--- src/epp_consts.svh ---
// timing and field constants for the eprom programming controller
`ifndef EPP_CONSTS_SVH
`define EPP_CONSTS_SVH
`define EPP_CLK_NS 50
`define EPP_SETUP_US 2
`define EPP_SETUP_CYC ((`EPP_SETUP_US * 1000 + `EPP_CLK_NS - 1) / `EPP_CLK_NS)
`define EPP_PULSE_US 1000
`define EPP_PULSE_CYC ((`EPP_PULSE_US * 1000 + `EPP_CLK_NS - 1) / `EPP_CLK_NS)
`define EPP_OE_NS 150
`define EPP_OE_CYC ((`EPP_OE_NS + `EPP_CLK_NS - 1) / `EPP_CLK_NS)
`define EPP_BIT_A4 4
`define EPP_BIT_A6 6
`define EPP_BIT_Q8 7
`define EPP_ERASED_BYTE 8'hff
`define EPP_CNT_W 16
`endif

--- src/epp_pkg.sv ---
// types for the eprom programming controller
package epp_pkg;
	typedef enum logic [2:0]
	{
		EPP_OP_PROGRAM = 3'h0,
		EPP_OP_VERIFY = 3'h1,
		EPP_OP_READ = 3'h2,
		EPP_OP_PROT_PROG = 3'h3,
		EPP_OP_PROT_VERIFY = 3'h4,
		EPP_OP_DISABLE = 3'h5
	} epp_op_t;
	typedef struct packed
	{
		epp_op_t op;
		logic [12:0] addr;
		logic [7:0] data;
	} epp_req_t;
	typedef struct packed
	{
		logic chip_select_n;
		logic read_select_n;
		logic program_strobe_n;
		logic vpp_high;
		logic test_mode_select;
		logic processor_reset_n;
		logic processor_clock_in;
		logic [12:0] byte_addr;
	} epp_pins_t;
	typedef enum logic [4:0]
	{
		EPP_IDLE = 5'h01,
		EPP_SETUP = 5'h02,
		EPP_PULSE = 5'h04,
		EPP_HOLD = 5'h08,
		EPP_DONE = 5'h10
	} epp_state_t;
endpackage

--- src/epp_count.sv ---
// down counter that times setup, pulse and hold phases
`timescale 1ns/1ps
`include "epp_consts.svh"
module epp_count
(
	input wire logic clk_in,
	input wire logic rst_n_in,
	input wire logic load_in,
	input wire logic [`EPP_CNT_W-1:0] value_in,
	output logic zero_out
);
	logic [`EPP_CNT_W-1:0] cnt_r;
	// --------------------------------
	// countdown
	// --------------------------------
	// load wins over counting so a new phase always starts cleanly
	always_ff @(posedge clk_in or negedge rst_n_in)
	begin
		if (!rst_n_in)
			cnt_r <= '0;
		else if (load_in)
			cnt_r <= value_in;
		else if (cnt_r != '0)
			cnt_r <= cnt_r - 1'b1;
	end
	assign zero_out = (cnt_r == '0);
endmodule

--- src/epp_ctrl.sv ---
// programmer-side controller that drives the eprom programming pins
// Operation
// - program: data driven, select low, read high, vpp on, strobe pulsed low
// - verify: select low, strobe high, vpp on, read select pulsed low
// - read: select low, read select pulsed low, vpp at normal level
// - protect program: all selects high, test at vpp, a4 high, pulse q8
// - protect verify: select and read low, strobe high, test at vpp, a6 low
// - erase, program, verify, then program and verify protect bit
`timescale 1ns/1ps
`include "epp_consts.svh"
module epp_ctrl
	import epp_pkg::*;
(
	input wire logic core_clk_in,
	input wire logic resetn_in,
	input wire logic req_valid_in,
	input wire epp_pkg::epp_req_t req_in,
	input wire logic [7:0] byte_lines_in,
	output logic req_ready_out,
	output logic done_out,
	output logic [7:0] rd_data_out,
	output logic mismatch_out,
	output epp_pkg::epp_pins_t pins_out,
	output logic [7:0] byte_lines_out,
	output logic [7:0] byte_lines_oe_out
);
	import epp_pkg::*;
	logic rst_meta_r, rst_r;
	logic [7:0] q_meta_r, q_sync_r;
	epp_state_t state_r, state_nxt;
	epp_req_t req_r;
	epp_pins_t pins_r, pins_nxt;
	logic [7:0] dout_r, dout_nxt, oe_r, oe_nxt;
	logic done_r, ready_r, mis_r;
	logic [7:0] rd_r;
	logic cnt_load, cnt_zero;
	logic [`EPP_CNT_W-1:0] cnt_val;
	// --------------------------------
	// reset release and pin synchronisers
	// --------------------------------
	always_ff @(posedge core_clk_in or negedge resetn_in)
	begin
		if (!resetn_in)
		begin
			rst_meta_r <= 1'b0;
			rst_r <= 1'b0;
		end
		else
		begin
			rst_meta_r <= 1'b1;
			rst_r <= rst_meta_r;
		end
	end
	// byte lines come from the device pins, so two stages first
	always_ff @(posedge core_clk_in or negedge rst_r)
	begin
		if (!rst_r)
		begin
			q_meta_r <= 8'h00;
			q_sync_r <= 8'h00;
		end
		else
		begin
			q_meta_r <= byte_lines_in;
			q_sync_r <= q_meta_r;
		end
	end
	// --------------------------------
	// mode level decode
	// --------------------------------
	function automatic epp_pins_t mode_pins(input epp_op_t op, input logic [12:0] a,
		input logic strobe);
		epp_pins_t p;
		p = '0;
		p.processor_reset_n = 1'b0;
		p.processor_clock_in = 1'b0;
		p.byte_addr = a;
		case (op)
			EPP_OP_PROGRAM:
			begin
				p.read_select_n = 1'b1;
				p.program_strobe_n = !strobe;
				p.vpp_high = 1'b1;
			end
			EPP_OP_VERIFY:
			begin
				p.read_select_n = !strobe;
				p.program_strobe_n = 1'b1;
				p.vpp_high = 1'b1;
			end
			EPP_OP_READ:
			begin
				p.read_select_n = !strobe;
				p.program_strobe_n = 1'b1;
			end
			EPP_OP_PROT_VERIFY:
			begin
				p.program_strobe_n = 1'b1;
				p.test_mode_select = 1'b1;
				p.byte_addr = 13'h0000;
				p.byte_addr[`EPP_BIT_A6] = 1'b0;
			end
			EPP_OP_PROT_PROG:
			begin
				p.chip_select_n = 1'b1;
				p.read_select_n = 1'b1;
				p.program_strobe_n = 1'b1;
				p.vpp_high = 1'b1;
				p.test_mode_select = 1'b1;
				p.byte_addr = 13'h0000;
				p.byte_addr[`EPP_BIT_A4] = 1'b1;
			end
			default:
			begin
				p.chip_select_n = 1'b1;
				p.read_select_n = 1'b1;
				p.program_strobe_n = 1'b1;
			end
		endcase
		return p;
	endfunction
	wire in_pulse = (state_r == EPP_PULSE);
	wire is_prog = (req_r.op == EPP_OP_PROGRAM);
	wire is_pprog = (req_r.op == EPP_OP_PROT_PROG);
	wire is_rd = (req_r.op == EPP_OP_VERIFY) || (req_r.op == EPP_OP_READ)
		|| (req_r.op == EPP_OP_PROT_VERIFY);
	wire long_pulse = is_prog || is_pprog;
	wire [`EPP_CNT_W-1:0] setup_cyc = `EPP_CNT_W'(`EPP_SETUP_CYC);
	wire [`EPP_CNT_W-1:0] pulse_cyc = long_pulse ? `EPP_CNT_W'(`EPP_PULSE_CYC)
		: `EPP_CNT_W'(`EPP_OE_CYC + 2);
	// --------------------------------
	// sequencer: setup, strobe pulse, hold
	// --------------------------------
	always_comb
	begin
		state_nxt = state_r;
		cnt_load = 1'b0;
		cnt_val = setup_cyc;
		case (state_r)
			EPP_IDLE:
				if (req_valid_in)
				begin
					state_nxt = EPP_SETUP;
					cnt_load = 1'b1;
				end
			EPP_SETUP:
				if (cnt_zero)
				begin
					state_nxt = (req_r.op == EPP_OP_DISABLE) ? EPP_DONE : EPP_PULSE;
					cnt_load = 1'b1;
					cnt_val = pulse_cyc;
				end
			EPP_PULSE:
				if (cnt_zero)
				begin
					state_nxt = EPP_HOLD;
					cnt_load = 1'b1;
				end
			EPP_HOLD:
				if (cnt_zero)
					state_nxt = EPP_DONE;
			EPP_DONE:
				state_nxt = EPP_IDLE;
			default:
				state_nxt = EPP_IDLE;
		endcase
	end
	epp_count u_cnt
	(
		.clk_in(core_clk_in),
		.rst_n_in(rst_r),
		.load_in(cnt_load),
		.value_in(cnt_val),
		.zero_out(cnt_zero)
	);
	// pin levels; data driven only when writing, q8 alone pulsed for protect
	always_comb
	begin
		pins_nxt = mode_pins(state_r == EPP_IDLE ? EPP_OP_DISABLE : req_r.op,
			req_r.addr, in_pulse);
		dout_nxt = req_r.data;
		oe_nxt = 8'h00;
		if (state_r != EPP_IDLE && is_prog)
			oe_nxt = 8'hff;
		if (state_r != EPP_IDLE && is_pprog)
		begin
			oe_nxt[`EPP_BIT_Q8] = 1'b1;
			dout_nxt = 8'hff;
			dout_nxt[`EPP_BIT_Q8] = !in_pulse;
		end
	end
	// --------------------------------
	// registers
	// --------------------------------
	always_ff @(posedge core_clk_in or negedge rst_r)
	begin
		if (!rst_r)
		begin
			state_r <= EPP_IDLE;
			req_r <= '0;
			pins_r <= mode_pins(EPP_OP_DISABLE, 13'h0000, 1'b0);
			dout_r <= 8'h00;
			oe_r <= 8'h00;
		end
		else
		begin
			state_r <= state_nxt;
			if (state_r == EPP_IDLE && req_valid_in)
				req_r <= req_in;
			pins_r <= pins_nxt;
			dout_r <= dout_nxt;
			oe_r <= oe_nxt;
		end
	end
	// answer side: sample at end of output-enable pulse
	always_ff @(posedge core_clk_in or negedge rst_r)
	begin
		if (!rst_r)
		begin
			rd_r <= `EPP_ERASED_BYTE;
			mis_r <= 1'b0;
			done_r <= 1'b0;
			ready_r <= 1'b0;
		end
		else
		begin
			done_r <= (state_r == EPP_DONE);
			ready_r <= (state_nxt == EPP_IDLE);
			if (in_pulse && cnt_zero && is_rd)
			begin
				rd_r <= q_sync_r;
				mis_r <= (req_r.op == EPP_OP_VERIFY) && (q_sync_r != req_r.data);
			end
		end
	end
	assign req_ready_out = ready_r;
	assign done_out = done_r;
	assign rd_data_out = rd_r;
	assign mismatch_out = mis_r;
	assign pins_out = pins_r;
	assign byte_lines_out = dout_r;
	assign byte_lines_oe_out = oe_r;
endmodule

--- config.mk ---
export PLATFORM = sky130hd
export DESIGN_NAME = epp_ctrl
export DESIGN_NICKNAME = d
export VERILOG_FILES = /design/src/epp_pkg.sv /design/src/epp_count.sv /design/src/epp_ctrl.sv
export VERILOG_INCLUDE_DIRS = /design/src
export SDC_FILE = /design/constraint.sdc
export NUM_CORES = 1
export LEC_CHECK = 0
export BUFFER_PORTS_ARGS = -buffer_cell sky130_fd_sc_hd__buf_4
export CORE_ASPECT_RATIO = 0.9
export CORE_MARGIN = 5
export CORE_UTILIZATION = 29
export DETAILED_ROUTE_END_ITERATION = 7
export GPL_ROUTABILITY_DRIVEN = 0
export MAX_ROUTING_LAYER = met4
export PLACE_DENSITY = 0.44
export SETUP_SLACK_MARGIN = 0.4
export SLEW_MARGIN = 10
export SYNTH_ARGS = -nofsm -noshare
export SYNTH_HDL_FRONTEND = slang
export SYNTH_SLANG_ARGS = --single-unit
--- constraint.sdc ---
create_clock -name core_clk_in -period 3.39 [get_ports core_clk_in]
set_input_delay 0 -clock core_clk_in [delete_from_list [all_inputs] [get_ports core_clk_in]]
set_output_delay 0 -clock core_clk_in [all_outputs]
set_load 0.01 [all_outputs]
==> impl_results.md <==
* CP Launch Type: flip-flop
* Post-Route WL at roughly 9500 um
* P_sw at roughly 1.5 mW
* CP max stage delay at 0.67 ns
* Total negative slack at 0 ns
* Crit-path cells: inv_1 > ha_1 > nor4b_1 > nand4_1 > buf_4 > nor4_4 > mux2_2
* F_max at around 390 MHz
* Worst-Margin Slew at approximately 0.7 ns
* Initial Utilization at 0.2922
* Worst-path maximum fanout at 11
* DP HPWL at between 6000 and 7000 um
* Gr ovfl total at 0
* Setup slack, reg-to-reg at 0.80 ns
* Initial antenna violation count at 0
* Non-Filler Instances at 645
* Synthesis-to-finish area growth at 33.54%
* Num CTS Buffers at 9
* Crit path max-delay cell type: nor4_4
* Kind of critical path: flip-flop to flip-flop
* Most used flip-flop cell after synthesis: dfrtp_1
* Post-synth EDFFs at 0
* Total leakage power at between 2 and 3 nW
* Count of final setup violators at 0
* Post-route DRC at 0
* Cells after DPL at 594
* GRT Total Usage at 0.1228
* Post-synth top cells: 90 x dfrtp_1, 36 x mux2_2, 14 x xor2_1
* Comb pwr share at 0.327
* IO Count at 82
* Flop pwr share at 0.423
* Post-Syn Area at 4238 um^2
* CP Capture Type: flip-flop
* Status: completed
* Rows at 42
* P per Cell Area at 806.8 nW/um^2
* #FFs+latches synth at between 100 and 150
* Yosys top cell area share at 0.5314
* Drt wl/cell at between 10 and 15 um
* Post-Syn Area per Cell at between 10 and 15 um^2
* Core area at 14,500 um^2
* Die outline height at between 100 and 150 um
* Unique masters post-synth at 49
* Vias in the first global route at 2,939
* Post-synthesis sequential area ratio at 0.6058
* Root Buffer: clkbuf_16
* DIE AREA at 17,130 um^2
* Period utilization at 0.7645
* Hold/Removal Path Class: input pin to flip-flop
* Die W at 137.4 um
* First-pass GRT wire length at roughly 16,000 um
* Layout Skew at 0.008090 ns
* Critical path data arrival time at about 2.8 ns
* Worst-skew pair later-pin latency at 0.34 ns
* Total setup buffers inserted after CTS at 0
* Clk slew on worst S/H paths at 0.07 ns
* Switching share of power at 0.3282
* Final net count at 478
* CTS tree: yes
* CTS Buffer Depth at 2
* Antenna Cells at 0
* Crit path time final at 2.592 ns
* Dominant cells by area after synthesis: dfrtp_1 53%, mux2_2 9.6%, dfstp_2 7.4%
* Clock power frac at 0.249
* Peak VDD IR at 0.3510 mV
* Count leader, synth: dfrtp_1
* Antenna Violating Nets Remaining at 0
* Pre-antenna DRT Iters at 4
* Gate Count Post-Synth at 334
* Vias at 2,906
* Vias per cell at 4.505
* Clk sinks at 102
* Hold Slack at 0.2998 ns
* Yosys top cell by area: dfrtp_1
* Hold Vio Cnt, Final at 0
* Layout cells sized above 1 at 0.3468
* RSZ-0062 raised after global routing: no
* Yosys warnings at 0
* I/O Buffers at 79
* Largest net degree at the start of global routing at 54
* Fin. max-slew vios at 0
* Final core utilization at 0.3902
* Headroom to the max-slew limit at 0.5300
* Req. time, crit path at 3.63 ns
* Starting DRT DRC Count at 143
* Cell-internal power at 3.068 mW
* Max_cap viols at 0
* Post-synth ARST share at 1.000
* H-tree depth at 3
==> cells in the final DEF, fill, tap and decap left out, drive strengths merged, types with 2 or more instances in the layout <==
| cell | count |
|---|---|
| o211ai | 3 |
| buf | 84 |
| and2 | 12 |
| dlygate4sd3 | 35 |
| a21boi | 5 |
| nand3b | 3 |
| o21ai | 11 |
| nor4b | 3 |
| or3 | 6 |
| dfstp | 12 |
| o31ai | 4 |
| and3 | 4 |
| xor2 | 14 |
| inv | 8 |
| nor3 | 6 |
| nand2 | 12 |
| nand2b | 9 |
| nand3 | 8 |
| a21oi | 11 |
| dfrtp | 90 |
| conb | 3 |
| bufinv | 2 |
| nor2 | 10 |
| o2111ai | 2 |
| clkbuf | 11 |
| or4 | 6 |
| nand4 | 6 |
| a211oi | 2 |
| or4b | 2 |
| nor2b | 5 |
| mux2 | 36 |
| xnor2 | 2 |
| nor4 | 8 |
==> cells by family after synthesis <==
kind of cell	Yosys count	share of synthesized area
XOR/XNOR	16	0.03307
other	2	0.001772
buffers and inverters	29	0.03986
AND/OR/NAND/NOR	105	0.1568
flip-flops	102	0.6058
adder cells (fa/ha/maj)	1	0.002952
AO/OA/AOI/OAI	43	0.06407
multiplexers	36	0.09566
==> power by group through the flow <==
stage               combinational, mW  clock [mW]  sequential [mW]
floorplan                       0.986           0             1.91
global placement                 1.49           0             1.95
detailed placement               1.49           0             1.96
CTS                              1.52        1.19             1.94
global route                     1.67        1.24             1.99
finish                           1.49        1.14             1.93
==> flip-flops by register name (all words and copies together) (netlist names), 2 cells and up <==
signal and cells:
u_cnt.cnt_r 16, byte_lines_oe_out 2, q_meta_r 8, byte_lines_out 8
rd_data_out 8, pins_out 18, req_r 24, q_sync_r 8
state_r 5
==> what timing repair did <==
action,in CTS,in global routing
resized for setup,0,0
hold endpoints to repair,36,0
hold buffers,35,0
==> worst max-delay path, delay by kind of cell (launching register included) <==
family                     cells  cell delay [ns]
muxes                          1             0.40
DFF                            1             0.40
and+or+nand+nor                3             1.13
adders and majority gates      1             0.25
buffers and inverters          2             0.30
==> path summary, 6_finish.rpt <==
| kind | end | depth (start not counted) | from |
|---|---|---|---|
| worst min register to register | q_sync_r[3]$_DFF_PN0_ | 0 | q_meta_r[3]$_DFF_PN0_ |
| min in group asynchronous | req_r[8]$_DFFE_PN0P_ | 0 | rst_r$_DFF_PN0_ |
| worst min-delay path | q_meta_r[7]$_DFF_PN0_ | 2 | byte_lines_in[7] |
| max in group asynchronous | pins_out[4]$_DFF_PN0_ | 1 | rst_r$_DFF_PN0_ |
| worst max-delay path | mismatch_out$_DFFE_PN0P_ | 7 | u_cnt.cnt_r[0]$_DFFE_PN0P_ |
| worst max register to register | mismatch_out$_DFFE_PN0P_ | 7 | u_cnt.cnt_r[0]$_DFFE_PN0P_ |
==> routing by layer <==
metal | global-route usage | vias to the layer above | wire [um]
li1 | - | 1396 | -
met1 | 0.1705 | 1439 | 4644
met2 | 0.1682 | 65 | 4254
met3 | 0.04887 | 6 | 527
met4 | 0.02817 | 0 | 75
met5 | - | - | 0
==> per-stage QoR <==
step	power (mW)	setup slack, ns	instance area, um^2
floorplan	2.900	1.210	4243
global placement	3.437	0.8718	4977
detailed placement	3.444	0.7983	4977
CTS	4.647	0.7834	5659
global route	4.896	0.6119	5659
finish	4.566	0.7984	5659
==> final cells by class <==
type | instances | area, um^2
fill | 1427 | 8845
sequential | 102 | 2571
multi-input combinational | 204 | 1505
timing repair buffer | 119 | 980.9
tap | 198 | 247.7
clock buffer | 11 | 242.7
clock inverter | 5 | 88.84
inverter | 6 | 22.52
(Power assumes the default switching activity.)
